==> src/timer_pkg.sv <==
/*
 * Shared constants and types for the 8-bit waveform timer: register map,
 * field positions, reset values, mode encodings and prescaler ratios.
 * Assumes a 32-bit AXI4-Lite register bus with one register per word.
 */
package timer_pkg;

   localparam int unsigned CLK_HZ = 50_000_000;

   localparam logic [7:0] ADDR_CTRL    = 8'h00;
   localparam logic [7:0] ADDR_COUNT   = 8'h04;
   localparam logic [7:0] ADDR_CMP_A   = 8'h08;
   localparam logic [7:0] ADDR_CMP_B   = 8'h0c;
   localparam logic [7:0] ADDR_FLAGS   = 8'h10;

   // Control register fields
   localparam int CTRL_WGM_LSB  = 0;
   localparam int CTRL_CS_LSB   = 4;
   localparam int CTRL_COMB_LSB = 8;
   localparam int CTRL_COMA_LSB = 10;
   localparam logic [11:0] CTRL_RESET = 12'h000;

   // Flag register fields
   localparam int FLAG_OVF  = 0;
   localparam int FLAG_MATA = 1;
   localparam int FLAG_MATB = 2;

   localparam logic [7:0] COUNT_BOTTOM = 8'h00;
   localparam logic [7:0] COUNT_MAX    = 8'hff;

   localparam logic [1:0] RESP_OKAY   = 2'b00;
   localparam logic [1:0] RESP_SLVERR = 2'b10;

   typedef enum logic [2:0] {
      WGM_NORMAL   = 3'b000,
      WGM_PC_FF    = 3'b001,
      WGM_CTC      = 3'b010,
      WGM_FAST_FF  = 3'b011,
      WGM_RSV4     = 3'b100,
      WGM_PC_OCR   = 3'b101,
      WGM_RSV6     = 3'b110,
      WGM_FAST_OCR = 3'b111
   } waveform_mode_type;

   typedef enum logic [1:0] {
      COM_OFF    = 2'b00,
      COM_TOGGLE = 2'b01,
      COM_CLEAR  = 2'b10,
      COM_SET    = 2'b11
   } compare_out_mode_type;

   // Prescaler terminal counts (ratio minus one)
   localparam logic [9:0] DIV_8    = 10'h007;
   localparam logic [9:0] DIV_64   = 10'h03f;
   localparam logic [9:0] DIV_256  = 10'h0ff;
   localparam logic [9:0] DIV_1024 = 10'h3ff;

   typedef struct packed {
      compare_out_mode_type compare_out_mode_a;
      compare_out_mode_type compare_out_mode_b;
      logic                 reserved;
      logic [2:0]           clock_source_sel;
      logic                 pad;
      logic [2:0]           waveform_mode_sel;
   } ctrl_type;

   typedef struct packed {
      logic match_b;
      logic match_a;
      logic overflow;
   } flags_type;

endpackage : timer_pkg

==> src/timer_prescaler.sv <==
/*
 * Prescaler: divides the system clock into a one-cycle timer tick.
 * Assumes the selection changes rarely; the divider keeps its count on a change and clears only at selection zero or its limit.
 */
`timescale 1ns/1ps
module timer_prescaler
   import timer_pkg::*;
(
   input  wire logic       aclk,
   input  wire logic       aresetn,
   input  wire logic [2:0] clock_source_sel,
   output logic            tick
);

   logic [9:0] div_r;
   logic [9:0] limit;

   always_comb begin
      case (clock_source_sel)
         3'h2:    limit = DIV_8;
         3'h3:    limit = DIV_64;
         3'h4:    limit = DIV_256;
         3'h5:    limit = DIV_1024;
         default: limit = 10'h000;
      endcase
   end

   always_ff @(posedge aclk) begin
      if (!aresetn || clock_source_sel == 3'h0 || div_r >= limit) begin
         div_r <= 10'h000;
      end else begin
         div_r <= div_r + 10'h001;
      end
   end

   // Selection zero stops the timer; codes 6 and 7 also stop it
   assign tick = (clock_source_sel != 3'h0) && (clock_source_sel < 3'h6)
                 && (div_r >= limit);

endmodule : timer_prescaler

==> src/timer_wave_out.sv <==
/*
 * One waveform output channel: applies compare output mode to the
 * match, bottom and direction events of the counter.
 * Assumes events arrive already qualified by the timer tick.
 */
`timescale 1ns/1ps
module timer_wave_out
   import timer_pkg::*;
#(
   parameter bit TOGGLE_IN_PWM = 1'b1
)
(
   input  wire logic                 aclk,
   input  wire logic                 aresetn,
   input  wire logic [2:0]           waveform_mode_sel,
   input  compare_out_mode_type      mode,
   input  wire logic                 match,
   input  wire logic                 at_bottom,
   input  wire logic                 at_top,
   input  wire logic                 cmp_is_top,
   input  wire logic                 counting_up,
   output logic                      wave_out
);

   logic wave_r;
   logic fast;
   logic phase;

   assign fast  = waveform_mode_sel == WGM_FAST_FF
               || waveform_mode_sel == WGM_FAST_OCR;
   assign phase = waveform_mode_sel == WGM_PC_FF
               || waveform_mode_sel == WGM_PC_OCR;

   always_ff @(posedge aclk) begin
      if (!aresetn) begin
         wave_r <= 1'b0;
      end else if (fast) begin
         if (mode == COM_TOGGLE) begin
            if (TOGGLE_IN_PWM && waveform_mode_sel[2] && match)
               wave_r <= ~wave_r;
         end else if (mode[1]) begin
            // Match with compare at COUNT_MAX ignored so compare at max stays constant
            if (at_bottom)
               wave_r <= ~mode[0];
            else if (match && !cmp_is_top)
               wave_r <= mode[0];
         end
      end else if (phase) begin
         if (mode == COM_TOGGLE) begin
            if (TOGGLE_IN_PWM && waveform_mode_sel[2] && match)
               wave_r <= ~wave_r;
         end else if (mode[1]) begin
            if (match && cmp_is_top && at_top)
               wave_r <= ~mode[0];
            else if (match && !cmp_is_top)
               wave_r <= counting_up ? mode[0] : ~mode[0];
         end
      end else if (match) begin
         case (mode)
            COM_TOGGLE: wave_r <= ~wave_r;
            COM_CLEAR:  wave_r <= 1'b0;
            COM_SET:    wave_r <= 1'b1;
            default:    wave_r <= wave_r;
         endcase
      end
   end

   assign wave_out = wave_r;

endmodule : timer_wave_out

==> src/timer_waveform_modes.sv <==
/*
 * 8-bit timer/counter with normal, clear-on-match, fast PWM and
 * phase-correct PWM waveform modes, reached over AXI4-Lite.
 * Assumes one clock, synchronous active-low reset, and a master that
 * keeps at most one write and one read outstanding.
 */
`timescale 1ns/1ps
module timer_waveform_modes
   import timer_pkg::*;
(
   input  wire logic        aclk,
   input  wire logic        aresetn,
   input  wire logic [7:0]  s_axi_awaddr,
   input  wire logic        s_axi_awvalid,
   output logic             s_axi_awready,
   input  wire logic [31:0] s_axi_wdata,
   input  wire logic [3:0]  s_axi_wstrb,
   input  wire logic        s_axi_wvalid,
   output logic             s_axi_wready,
   output logic [1:0]       s_axi_bresp,
   output logic             s_axi_bvalid,
   input  wire logic        s_axi_bready,
   input  wire logic [7:0]  s_axi_araddr,
   input  wire logic        s_axi_arvalid,
   output logic             s_axi_arready,
   output logic [31:0]      s_axi_rdata,
   output logic [1:0]       s_axi_rresp,
   output logic             s_axi_rvalid,
   input  wire logic        s_axi_rready,
   output logic             wave_out_a,
   output logic             wave_out_b
);

   ctrl_type   ctrl_r;
   flags_type  flags_r;
   logic [7:0] count_value_r;
   logic [7:0] count_value_nxt;
   logic [7:0] cmp_a_buf_r;
   logic [7:0] cmp_b_buf_r;
   logic [7:0] compare_level_a_r;
   logic [7:0] compare_level_b_r;
   logic       down_r;
   logic       block_r;
   logic       match_a_pend_r;
   logic       match_b_pend_r;
   logic       ovf_pend_r;

   logic [7:0]  aw_addr_r;
   logic        aw_have_r;
   logic [31:0] w_data_r;
   logic [3:0]  w_strb_r;
   logic        w_have_r;
   logic        wr_fire;
   logic        rd_fire;

   logic       tick;
   waveform_mode_type mode;
   logic       fast;
   logic       phase;
   logic       buffered;
   logic [7:0] top;
   logic       at_top;
   logic       at_bottom_evt;
   logic       match_a;
   logic       match_b;
   logic       cnt_write;
   logic       flag_write;
   logic       ovf_evt;

   timer_prescaler u_prescaler (
      .aclk             (aclk),
      .aresetn          (aresetn),
      .clock_source_sel (ctrl_r.clock_source_sel),
      .tick             (tick)
   );

   // Modes 4 and 6 fall through to the normal-mode sequence
   always_comb begin
      mode = waveform_mode_type'(ctrl_r.waveform_mode_sel);
      if (mode == WGM_RSV4 || mode == WGM_RSV6)
         mode = WGM_NORMAL;
   end

   assign fast     = mode == WGM_FAST_FF || mode == WGM_FAST_OCR;
   assign phase    = mode == WGM_PC_FF || mode == WGM_PC_OCR;
   assign buffered = fast || phase;
   assign top      = (mode == WGM_FAST_OCR || mode == WGM_PC_OCR
                      || mode == WGM_CTC) ? compare_level_a_r
                                          : COUNT_MAX;
   assign at_top   = count_value_r == top;

   // AXI4-Lite write side: address and data taken in either order
   assign s_axi_awready = !aw_have_r && !s_axi_bvalid;
   assign s_axi_wready  = !w_have_r && !s_axi_bvalid;
   assign wr_fire       = aw_have_r && w_have_r;

   always_ff @(posedge aclk) begin
      if (!aresetn) begin
         aw_have_r <= 1'b0;
         aw_addr_r <= 8'h00;
      end else if (s_axi_awvalid && s_axi_awready) begin
         aw_have_r <= 1'b1;
         aw_addr_r <= s_axi_awaddr;
      end else if (wr_fire) begin
         aw_have_r <= 1'b0;
      end
   end

   always_ff @(posedge aclk) begin
      if (!aresetn) begin
         w_have_r <= 1'b0;
         w_data_r <= 32'h0000_0000;
         w_strb_r <= 4'h0;
      end else if (s_axi_wvalid && s_axi_wready) begin
         w_have_r <= 1'b1;
         w_data_r <= s_axi_wdata;
         w_strb_r <= s_axi_wstrb;
      end else if (wr_fire) begin
         w_have_r <= 1'b0;
      end
   end

   always_ff @(posedge aclk) begin
      if (!aresetn) begin
         s_axi_bvalid <= 1'b0;
         s_axi_bresp  <= RESP_OKAY;
      end else if (wr_fire) begin
         s_axi_bvalid <= 1'b1;
         s_axi_bresp  <= (aw_addr_r[7:2] > ADDR_FLAGS[7:2])
                         ? RESP_SLVERR : RESP_OKAY;
      end else if (s_axi_bready) begin
         s_axi_bvalid <= 1'b0;
      end
   end

   assign cnt_write  = wr_fire && aw_addr_r[7:2] == ADDR_COUNT[7:2]
                       && w_strb_r[0];
   assign flag_write = wr_fire && aw_addr_r[7:2] == ADDR_FLAGS[7:2]
                       && w_strb_r[0];

   always_ff @(posedge aclk) begin
      if (!aresetn) begin
         ctrl_r <= ctrl_type'(CTRL_RESET);
      end else if (wr_fire && aw_addr_r[7:2] == ADDR_CTRL[7:2]) begin
         if (w_strb_r[0])
            ctrl_r[7:0] <= w_data_r[7:0];
         if (w_strb_r[1])
            ctrl_r[11:8] <= w_data_r[11:8];
      end
   end

   // Software always reads the buffer; outside PWM modes the live level copies it every cycle
   always_ff @(posedge aclk) begin
      if (!aresetn) begin
         cmp_a_buf_r <= 8'h00;
         cmp_b_buf_r <= 8'h00;
      end else if (wr_fire && w_strb_r[0]) begin
         if (aw_addr_r[7:2] == ADDR_CMP_A[7:2])
            cmp_a_buf_r <= w_data_r[7:0];
         else if (aw_addr_r[7:2] == ADDR_CMP_B[7:2])
            cmp_b_buf_r <= w_data_r[7:0];
      end
   end

   // Fast PWM loads at bottom, phase-correct at top
   always_ff @(posedge aclk) begin
      if (!aresetn) begin
         compare_level_a_r <= 8'h00;
         compare_level_b_r <= 8'h00;
      end else if (!buffered) begin
         compare_level_a_r <= cmp_a_buf_r;
         compare_level_b_r <= cmp_b_buf_r;
      end else if (tick && ((fast && at_top) || (phase && at_top))) begin
         compare_level_a_r <= cmp_a_buf_r;
         compare_level_b_r <= cmp_b_buf_r;
      end
   end

   // Counting sequence
   always_comb begin
      count_value_nxt = count_value_r;
      if (phase) begin
         if (down_r)
            count_value_nxt = count_value_r - 8'h01;
         else if (!at_top)
            count_value_nxt = count_value_r + 8'h01;
         else
            count_value_nxt = count_value_r - 8'h01;
      end else if ((mode == WGM_CTC || fast) && at_top) begin
         count_value_nxt = COUNT_BOTTOM;
      end else begin
         count_value_nxt = count_value_r + 8'h01;
      end
   end

   always_ff @(posedge aclk) begin
      if (!aresetn) begin
         count_value_r <= COUNT_BOTTOM;
      end else if (cnt_write) begin
         count_value_r <= w_data_r[7:0];
      end else if (tick) begin
         count_value_r <= count_value_nxt;
      end
   end

   // Direction turns at top and bottom of the dual slope
   always_ff @(posedge aclk) begin
      if (!aresetn || !phase) begin
         down_r <= 1'b0;
      end else if (tick) begin
         if (at_top && !down_r)
            down_r <= 1'b1;
         else if (count_value_r == 8'h01 && down_r)
            down_r <= 1'b0;
      end
   end

   // Count write blocks matches in the following tick
   always_ff @(posedge aclk) begin
      if (!aresetn)
         block_r <= 1'b0;
      else if (cnt_write)
         block_r <= 1'b1;
      else if (tick)
         block_r <= 1'b0;
   end

   assign match_a = tick && !block_r && count_value_r == compare_level_a_r;
   assign match_b = tick && !block_r && count_value_r == compare_level_b_r;
   assign at_bottom_evt = tick && fast && at_top;

   always_comb begin
      if (fast)
         ovf_evt = tick && at_top;
      else if (phase)
         ovf_evt = tick && down_r && count_value_r == 8'h01;
      else
         ovf_evt = tick && count_value_r == COUNT_MAX;
   end

   // Match flags land one clock cycle after the match tick
   always_ff @(posedge aclk) begin
      if (!aresetn) begin
         match_a_pend_r <= 1'b0;
         match_b_pend_r <= 1'b0;
         ovf_pend_r     <= 1'b0;
      end else if (tick) begin
         match_a_pend_r <= match_a;
         match_b_pend_r <= match_b;
         ovf_pend_r     <= ovf_evt;
      end
   end

   logic tick_d_r;
   always_ff @(posedge aclk) begin
      if (!aresetn)
         tick_d_r <= 1'b0;
      else
         tick_d_r <= tick;
   end

   // Hardware set wins over a simultaneous write-one clear
   always_ff @(posedge aclk) begin
      if (!aresetn) begin
         flags_r <= '0;
      end else begin
         if (ovf_evt)
            flags_r.overflow <= 1'b1;
         else if (flag_write && w_data_r[FLAG_OVF])
            flags_r.overflow <= 1'b0;
         if (tick_d_r && match_a_pend_r)
            flags_r.match_a <= 1'b1;
         else if (flag_write && w_data_r[FLAG_MATA])
            flags_r.match_a <= 1'b0;
         if (tick_d_r && match_b_pend_r)
            flags_r.match_b <= 1'b1;
         else if (flag_write && w_data_r[FLAG_MATB])
            flags_r.match_b <= 1'b0;
      end
   end

   timer_wave_out #(.TOGGLE_IN_PWM(1'b1)) u_wave_a (
      .aclk              (aclk),
      .aresetn           (aresetn),
      .waveform_mode_sel (mode),
      .mode              (ctrl_r.compare_out_mode_a),
      .match             (match_a),
      .at_bottom         (at_bottom_evt),
      .at_top            (at_top),
      .cmp_is_top        (compare_level_a_r == COUNT_MAX),
      .counting_up       (!down_r && !at_top),
      .wave_out          (wave_out_a)
   );

   timer_wave_out #(.TOGGLE_IN_PWM(1'b0)) u_wave_b (
      .aclk              (aclk),
      .aresetn           (aresetn),
      .waveform_mode_sel (mode),
      .mode              (ctrl_r.compare_out_mode_b),
      .match             (match_b),
      .at_bottom         (at_bottom_evt),
      .at_top            (at_top),
      .cmp_is_top        (compare_level_b_r == COUNT_MAX),
      .counting_up       (!down_r && !at_top),
      .wave_out          (wave_out_b)
   );

   // Read side
   assign s_axi_arready = !s_axi_rvalid;
   assign rd_fire       = s_axi_arvalid && s_axi_arready;

   always_ff @(posedge aclk) begin
      if (!aresetn) begin
         s_axi_rvalid <= 1'b0;
         s_axi_rdata  <= 32'h0000_0000;
         s_axi_rresp  <= RESP_OKAY;
      end else if (rd_fire) begin
         s_axi_rvalid <= 1'b1;
         s_axi_rresp  <= RESP_OKAY;
         if (s_axi_araddr[7:2] == ADDR_CTRL[7:2])
            s_axi_rdata <= {20'h00000, ctrl_r};
         else if (s_axi_araddr[7:2] == ADDR_COUNT[7:2])
            s_axi_rdata <= {24'h000000, count_value_r};
         else if (s_axi_araddr[7:2] == ADDR_CMP_A[7:2])
            s_axi_rdata <= {24'h000000, cmp_a_buf_r};
         else if (s_axi_araddr[7:2] == ADDR_CMP_B[7:2])
            s_axi_rdata <= {24'h000000, cmp_b_buf_r};
         else if (s_axi_araddr[7:2] == ADDR_FLAGS[7:2])
            s_axi_rdata <= {29'h00000000, flags_r};
         else begin
            s_axi_rdata <= 32'h0000_0000;
            s_axi_rresp <= RESP_SLVERR;
         end
      end else if (s_axi_rready) begin
         s_axi_rvalid <= 1'b0;
      end
   end

endmodule : timer_waveform_modes

==> config.mk <==
export PLATFORM = sky130hd
export DESIGN_NAME = timer_waveform_modes
export DESIGN_NICKNAME = d
export VERILOG_FILES = /design/src/timer_pkg.sv /design/src/timer_prescaler.sv /design/src/timer_wave_out.sv /design/src/timer_waveform_modes.sv
export SDC_FILE = /design/constraint.sdc
export NUM_CORES = 1
export LEC_CHECK = 0
export BUFFER_PORTS_ARGS = -buffer_cell sky130_fd_sc_hd__buf_2
export CAP_MARGIN = 10
export CORE_AREA = 2 2 119 121
export CTS_CLUSTER_DIAMETER = 30
export DETAILED_ROUTE_END_ITERATION = 16
export DIE_AREA = 0 0 121 123
export MAX_ROUTING_LAYER = met4
export PLACE_DENSITY = 0.67
export SLEW_MARGIN = 10
export SYNTH_ARGS = -nofsm -noshare
export SYNTH_HDL_FRONTEND = slang
export SYNTH_SLANG_ARGS = --single-unit
==> constraint.sdc <==
create_clock -name aclk -period 2.65 [get_ports aclk]
set_input_delay 0 -clock aclk [delete_from_list [all_inputs] [get_ports aclk]]
set_output_delay 0 -clock aclk [all_outputs]
set_load 0.05 [all_outputs]
* Word level (Yosys, flattened, before mapping) *
Index checks and enable logic that the tools add are counted.

cells by class
  $add $sub $neg = 3
  order comparisons = 3
  eq/ne operators = 43
  mux-type cells = 70
  bitwise gates (word level) = 5
  reduce and logical (&&, ||, !) cells = 88

operators with widths
  operator               count
  $mux 8                 14
  $mux 1                 44
  $logic_and 1x1->1      42
  $pmux 10 s4            1
  $eq 6x2->1 const B     4
  $eq 8x8->1             3
  $eq 8x8->1 const B     3
  $eq 3x3->1 const B     6
  $reduce_bool 2->1      9
  $eq 3x2->1 const B     4
  $eq 6x1->1 const B     2
  $eq 6x3->1 const B     2
  $logic_not 6->1        2
  $mux 12                1
  $mux 2                 6
  $logic_not 1->1        11
  $logic_or 1x1->1       11
  $add 10x1->10 const B  1
  $ge 10x10->1           1
  $reduce_bool 5->1      2
  $reduce_bool 3->1      3
  $add 8x1->8 const B    1
  $eq 2x2->1 const B     4
  $eq 8x1->1 const B     1
  20 further kinds       34

storage, ports and cells
  register bits = 134
  output and inout bits = 43

* Depth between registers and ports, before layout *
Gate-level depths: netlist of run 1.

  depth after elaboration = 17
  mapped depth = 14
  depth with buffers taken out = 12

* Hierarchy *
From an unflattened synthesis of run 1, not the netlist that was laid out.

unflattened totals
  cell total of the unflattened synthesis = 665
  area, all modules = 5845.6 µm²

by module, submodules not included
  module                     instances  cells each  area each (µm²)
  timer_waveform_modes       1          544         4767.1
  timer_prescaler            1          78          762.0
  timer_wave_out (u_wave_a)  1          23          168.9
  timer_wave_out (u_wave_b)  1          20          147.6

* Worst setup path after synthesis of run 1 *
OpenSTA, ideal clock, no wires.

  path type = reg-to-reg
  start = register ctrl_r[6] (netlist name)
  end = register compare_level_a_r[0]
  setup time = 0.116 ns
  arrival = 2.606 ns
  required time = 2.534 ns
  setup slack = -0.072 ns
  stages on the path, launching flop included = 14
  buffers on the path = 2
  cell sequence = dfxtp_1 -> nor2b_1 -> nor2_1 -> ha_1 -> a21oi_1 -> a211oi_1 -> or2_2 -> o311a_1 -> clkbuf_1 -> nand2_1 -> nand2_4 -> buf_6 -> mux2i_1 -> nor2b_1

on the way
  word-level cells in the longest chain between the ends = 6

RTL lines
  what                                             RTL line                     source
  from (decl)                                      timer_waveform_modes.sv:34   ctrl_type ctrl_r;
  from (signal assigned)                           timer_waveform_modes.sv:143  ctrl_r <= ctrl_type'(CTRL_RESET);
  $eq 3x3->1 / $eq 3x2->1 (equally long branches)  timer_prescaler.sv:19        case (clock_source_sel)
  $pmux 10 s4                                      timer_prescaler.sv:19
  $ge 10x10->1                                     timer_prescaler.sv:38        && (div_r >= limit);
  $logic_and 1x1->1 *                              timer_prescaler.sv:38
  $logic_and 1x1->1 *                              timer_waveform_modes.sv:173  end else if (tick && ((fast && at_top) || (phase && at_top))) begin
  $ne 2x1->1 (no source line) *                    -
  to (signal assigned)                             timer_waveform_modes.sv:171  compare_level_a_r <= cmp_a_buf_r;
  to (signal assigned)                             timer_waveform_modes.sv:174  compare_level_a_r <= cmp_a_buf_r;
  to (decl)                                        timer_waveform_modes.sv:40   logic [7:0] compare_level_a_r;

Every way passes the cells marked *; elsewhere a longest branch is shown, timed or not.
A chain may end at the register's enable or synchronous reset.

* Worst setup path after layout of run 1 *
  start = register ctrl_r[6] (netlist name)
  end = register u_wave_b.wave_r (netlist: u_wave_b.wave_out)

on the way
  word-level cells in the longest chain between the ends = 13

RTL lines
  what                                             RTL line                     source
  $eq 3x3->1 / $eq 3x2->1 (equally long branches)  timer_prescaler.sv:19
  $pmux 10 s4                                      timer_prescaler.sv:19
  $ge 10x10->1                                     timer_prescaler.sv:38
  $logic_and 1x1->1 *                              timer_prescaler.sv:38
  $logic_and 1x1->1 (2 in series)                  timer_waveform_modes.sv:229  assign match_b = tick && !block_r && count_value_r == compare_level_b_r;
  $logic_and 1x1->1 (2 in series)                  timer_wave_out.sv:53         if (match && cmp_is_top && at_top)
  $mux 1                                           timer_wave_out.sv:53
  $mux 1                                           timer_wave_out.sv:52         end else if (mode[1]) begin
  $mux 1                                           timer_wave_out.sv:49         if (mode == COM_TOGGLE) begin
  $mux 1                                           timer_wave_out.sv:48         end else if (phase) begin
  $mux 1                                           timer_wave_out.sv:37         end else if (fast) begin
  to (signal assigned)                             timer_wave_out.sv:40         wave_r <= ~wave_r;
  to (signal assigned)                             timer_wave_out.sv:51         wave_r <= ~wave_r;
  to (signal assigned)                             timer_wave_out.sv:54         wave_r <= ~mode[0];
  to (decl)                                        timer_wave_out.sv:25         logic wave_r;

Every way passes the cells marked *; elsewhere a longest branch is shown, timed or not. The select of a mux whose other input is x is not followed.

==> impl_results.md, run 1 <==
* Status: finished clean
* Clock Sink Count at 110
* HP Class: input port to register
* I/O pins at 102
* Share of layout cells above drive strength 1 at 19.5%
* Most frequent cells in the layout: 106 x dfxtp_1, 87 x nand2_1, 57 x nor2b_1
* Pre-antenna DRT Iters at 5
* I/O Buffers at 53
* Final Hold Fails at 0
* CTS tree: done
* Max Clk Rate at 397 MHz
* # fillers at 1255
* Worst setup SP type: register
* # diodes at 0
* Clk buf depth at 2
* WS Path Type: register to register
* DRC viols at 0
* Slew margin rel. at 53.4%
* CTS buffer count at 9
* H-Tree Level Count at 3
* Synth Instances at 689
* Clk_lat worst skew at 360 ps
* Setup TNS at 0 ps
* Iter 0 DRT Violations at 423
* Period utilisation layout at 95.0%
* Fin Clk Skew at 8.11 ps
* Row Count at 43
* Remaining global-route overflow at 0
* Clock Tree Root: clkbuf_16
* Avg Vias per Cell at 5.50
* Count of final setup violators at 0
* Largest net degree at the start of global routing at 61
* EDFF count, synth at 0
* CP endpoint kind: register
* Avg WL per Cell at 16.6 um
* Synth unique cells at 69
* Pins over their slew limit at 0
* DR vias at 5305
* Final core occ at 52.6%
* Post-CTS setup buffer count at 0
* Crit path DAT at 2820 ps
* Clock slew at reported path FFs at 80 ps
* Syn Area/Cell at 8.65 um^2
* Placer Congestion at 0.897
* First-pass GRT wire length at 25.7 mm
* Dpl hpwl at 11.6 mm
* Yosys warns at 0
* Leakage at 2.93 nW
* Antenna Violating Nets Remaining at 0
* Vias in the first global route at 5061
* Power density cells at 475 mW/mm^2
* Critical path required time at 2950 ps
* Starting Density at 43.8%
* Critical Path Fanout Max at 5
* Area of the mapped netlist at 0.00596 mm^2
* Routed wire length at 16.1 mm
* Seq/Total Area, Yosys at 37.0%
* #FFs+latches synth at 110
* Die height at 123 um
* Max IR drop VDD at 0.545 mV
* Die ar. at 0.0149 mm^2
* Most common cell after layout, fill and taps aside: dfxtp_1
* Total GRT Usage at 22.7%
* Number of max-cap violations at 0
* Ys flop type: dfxtp_1
* Slew @ Worst Pin at 699 ps
* R2r setup slk at 130 ps
* Min Tclk post-route at 2520 ps
* Area growth syn-to-layout at 20.1%
* Initial antenna violation count at 0
* Core Footprint at 0.0136 mm^2
* Die X at 121 um
* Post-synth ARST share at 0%
* Final #Nets at 853
==> cell usage after synthesis (14+ instances only) <==
master,instances,share of area (%)
nand3_1,24,2.0
inv_1,14,0.88
nor2_1,32,2.0
mux2i_1,51,8.6
o21ai_0,19,1.6
nor3_1,15,1.3
ha_1,14,2.9
dfxtp_1,110,37
a21boi_0,31,3.9
buf_4,24,3.0
nor2b_1,58,6.1
nand2_1,89,5.6
clkbuf_1,27,1.7
==> stage by stage <==
step	hold slack [ps]	power [mW]	area (um^2)	std cells	worst slack [ps]
floorplan	138	2.02	6040	710	4.59
detailed placement	261	2.08	6540	925	-120
finish	149	3.40	7160	965	132
global placement	244	2.07	6540	925	-2.17
global route	180	3.52	7160	965	-33.9
CTS	147	3.42	7070	964	12.7
==> cell type report <==
class | instances | area (um^2) | area share, %
clock buffers | 11 | 243 | 3.39
clock inverters | 5 | 41.3 | 0.577
inverters | 18 | 67.6 | 0.944
multi-input cells | 522 | 3530 | 49.4
flip-flops and latches | 110 | 2210 | 30.9
well taps | 180 | 225 | 3.15
repair buffers | 119 | 838 | 11.7
==> worst paths after layout <==
path                                      start           endpoint  cells past startpoint
worst min register to register  s_axi_rdata[10]    s_axi_rdata[10]                      2
worst max register to register        ctrl_r[6]  u_wave_b.wave_out                     11
worst min-delay path              s_axi_arvalid    s_axi_rdata[10]                      4
worst max-delay path                  ctrl_r[6]  u_wave_b.wave_out                     11
==> sequential cells by signal, summed over array words and instances (netlist names), 8 cells and up <==
register           cells
w_data_r              12
count_value_r          8
cmp_a_buf_r            8
compare_level_b_r      8
ctrl_r                12
compare_level_a_r      8
cmp_b_buf_r            8
s_axi_rdata           12
u_prescaler.div_r     10
==> metal layers <==
metal | vias to the layer above | track usage (%) | wire, um
li1 | 2567 | - | -
met1 | 2522 | 27.6 | 7060
met4 | 0 | 9.67 | 488
met3 | 32 | 5.17 | 891
met5 | - | - | 0
met2 | 184 | 36.3 | 7620
==> power by group <==
group | switching (mW) | leakage [nW] | internal (mW) | total [mW]
clock | 0.654 | 0.144 | 0.679 | 1.33
combinational | 0.229 | 1.90 | 0.114 | 0.344
sequential | 0.0417 | 0.893 | 1.68 | 1.73
total | 0.925 | 2.93 | 2.48 | 3.40
==> worst max-delay path: stages, from the launching register on <==
cell,delay (ps)
dfxtp_2,340
buf_4,140
xor2_2,170
ha_1,260
nand2b_1,160
a211oi_2,250
nor3_2,90
o311a_4,400
a41o_1,240
a311oi_1,200
mux2i_1,110
nor2b_1,110
==> kinds of logic (layout without fill, tap and decap cells) <==
logic type | Yosys count | after routing | synth area share, %
AOI/OAI and AO/OA | 135 | 136 | 16.8
and+or+nand+nor | 273 | 273 | 23.9
muxes | 57 | 57 | 9.70
adders and majority gates | 14 | 14 | 2.94
DFF | 110 | 110 | 37.0
other | 1 | 22 | 0.0629
xor gates and xnor gates | 20 | 20 | 2.94
buffers and inverters | 79 | 153 | 6.74
==> timing repair <==
action | in CTS | in global routing
hold buffers | 23 | 0
endpoints found under the hold margin | 22 | 0
gates cloned | 0 | 1
pin swaps | 0 | 5
setup endpoints to repair | 24 | 28
resized for setup | 4 | 16
Note: power is estimated with default switching activity, not from simulation.
==> run 2, diff against run 1 <==
--- a/config.mk
+++ b/config.mk
@@ -6,12 +6,12 @@
 export NUM_CORES = 1
 export LEC_CHECK = 0
-export BUFFER_PORTS_ARGS = -buffer_cell sky130_fd_sc_hd__buf_2
 export CAP_MARGIN = 10
 export CORE_AREA = 2 2 119 121
 export CTS_CLUSTER_DIAMETER = 30
+export CTS_CLUSTER_SIZE = 24
 export DETAILED_ROUTE_END_ITERATION = 16
 export DIE_AREA = 0 0 121 123
+export DONT_BUFFER_PORTS = 1
 export MAX_ROUTING_LAYER = met4
-export PLACE_DENSITY = 0.67
 export SLEW_MARGIN = 10
 export SYNTH_ARGS = -nofsm -noshare
==> constraint.sdc (replaced) <==
create_clock -name aclk -period 2.65 [get_ports aclk]
set_input_delay 0.1325 -clock aclk [delete_from_list [all_inputs] [get_ports aclk]]
set_output_delay 0.1325 -clock aclk [all_outputs]
set_load 0.05 [all_outputs]
==> impl_results.md, run 2 (same netlist as run 1, synthesis figures left out) <==
* Clock Sink Count at 110 (unchanged)
* Number of max-cap violations at 0 (unchanged)
* Antenna Violating Nets Remaining at 0 (unchanged)
* Status: finished clean
* Die X at 121 um (unchanged)
* Avg Vias per Cell at 5.44 (-1.0%)
* Most common cell after layout, fill and taps aside: dfxtp_1
* Share of layout cells above drive strength 1 at 14.3% (-5.2 points)
* Min Tclk post-route at 2520 ps (-1.87 ps)
* Critical path required time at 2940 ps (about the same)
* Worst setup SP type: register
* Leading registers by flop count: ctrl_r: 12 flops, s_axi_rdata: 12 flops, w_data_r: 12 flops
* Fin Clk Skew at 8.97 ps (+0.859 ps)
* CTS buffer count at 9 (unchanged)
* R2r startpoint: ctrl_r[6]
* Final #Nets at 804 (-5.7%)
* Vias in the first global route at 4747 (-6.2%)
* Worst slack, placed at -142 ps (-21.7 ps)
* Row Count at 43 (unchanged)
* Avg WL per Cell at 17.3 um (+4.1%)
* Total GRT Usage at 22.4% (-0.33 points)
* Pre-antenna DRT Iters at 5 (unchanged)
* DR vias at 4984 (-6.1%)
* RSZ-0062 raised after global routing: yes
* Leakage at 2.74 nW (-6.7%)
* Final core occ at 51.1% (-1.5 points)
* I/O Buffers at 0 (-100%)
* Final Hold Fails at 0 (unchanged)
* I/O pins at 102 (unchanged)
* Total chip power at 3.36 mW (-1.2%)
* Most frequent cells in the layout: 107 x dfxtp_1, 88 x nand2_1, 57 x nor2b_1
* Count of final setup violators at 0 (unchanged)
* Pins over their slew limit at 0 (unchanged)
* Remaining global-route overflow at 0 (unchanged)
* R2R cell count at 11 (unchanged)
* Starting Density at 43.8% (unchanged)
* Core Footprint at 0.0136 mm^2 (unchanged)
* Power density cells at 483 mW/mm^2 (+1.7%)
* Setup crit end: u_wave_b.wave_out
* Worst R2R End: u_wave_b.wave_out
* Crit path DAT at 2810 ps (about the same)
* DRC viols at 0 (unchanged)
* # diodes at 0 (unchanged)
* Die ar. at 0.0149 mm^2 (unchanged)
* Clock Tree Root: clkbuf_16
* Max IR drop VDD at 0.521 mV (-4.4%)
* R2r setup slk at 130 ps (about the same)
* WS Path Type: register to register
* Largest net degree at the start of global routing at 101 (+66%)
* Iter 0 DRT Violations at 268 (-37%)
* Placer Congestion at 0.903 (+0.66%)
* CTS tree: done
* Initial antenna violation count at 0 (unchanged)
* Period utilisation layout at 95.0% (about the same)
* First-pass GRT wire length at 25.3 mm (-1.5%)
* Slew margin rel. at 54.6% (+1.3 points)
* Hold_ws at 145 ps (-3.91 ps)
* Slew @ Worst Pin at 680 ps (-19.0 ps)
* Max Clk Rate at 397 MHz (about the same)
* Clk_lat worst skew at 360 ps (about the same)
* Critical Path Fanout Max at 5 (unchanged)
* Routed wire length at 15.9 mm (-1.2%)
* Worst Setup SP: ctrl_r[6]
* Area growth syn-to-layout at 16.7%
* H-Tree Level Count at 3 (unchanged)
* Dpl hpwl at 11.3 mm (-2.3%)
* CP endpoint kind: register
* Final setup margin at 134 ps (+1.87 ps)
* Clock slew at reported path FFs at 70 ps (about the same)
* Clk buf depth at 2 (unchanged)
* HP Class: input port to register
* Die height at 123 um (unchanged)
## run 2: power by group
group | internal (mW) | switching (mW)
combinational | 0.0966 | 0.185
sequential | 1.68 | 0.0708
clock | 0.657 | 0.667
total | 2.44 | 0.923
## run 2: critical path: stages, from the launching register on
cell and delay (ps):
dfxtp_2 340, nor2b_4 130, nor2_2 220, ha_4 250, a21oi_2 140, a211oi_2 80, or2_4 240, o311a_4 340
a41o_1 230, a311oi_2 230, mux2i_1 110, nor2b_1 140
## run 2: area by class of cell
| type | count | area [um^2] |
|---|---|---|
| multi-input combinational | 522 | 3550 |
| clock buffer | 10 | 229 |
| fill | 1293 | 6660 |
| sequential | 110 | 2210 |
| inverter | 18 | 67.6 |
| timing repair buffer | 70 | 619 |
| tap | 180 | 225 |
| clock inverter | 6 | 57.6 |
## run 2: worst min-delay path by stage
stage               depth (start not counted)             from                   end  slack, ps
global route                                3  s_axi_araddr[3]        s_axi_rdata[2]        170
finish                                      3  s_axi_araddr[3]        s_axi_rdata[2]        140
detailed placement                          2          aresetn                down_r        280
floorplan                                   1    s_axi_arvalid          s_axi_rvalid        270
global placement                            1          aresetn      count_value_r[4]        270
CTS                                         2          aresetn  u_prescaler.div_r[1]        140
## run 2: stage by stage
step | instance area [um^2] | setup TNS [ps] | std cells
final | 6960 | 0 | 916
after global routing | 6960 | -33.6 | 916
after CTS | 6860 | 0 | 915
after detailed placement | 6290 | -2420 | 875
after global placement | 6290 | -617 | 875
after floorplan | 6040 | 0 | 710
## run 2: timing repair
item | 4_1_cts | 5_1_grt
pin swaps | 1 | 11
resized for setup | 4 | 17
cloned | 0 | 1
hold endpoints to repair | 100 | 0
hold buffers | 24 | 0
buffers inserted | 0 | 1
setup endpoints to repair | 25 | 26
## run 2: per-layer routing
metal	track usage, %	share of wire (%)
met3	4.11	4.5
met1	28.7	45
met5	-	0
met4	8.07	2.4
met2	35.5	48
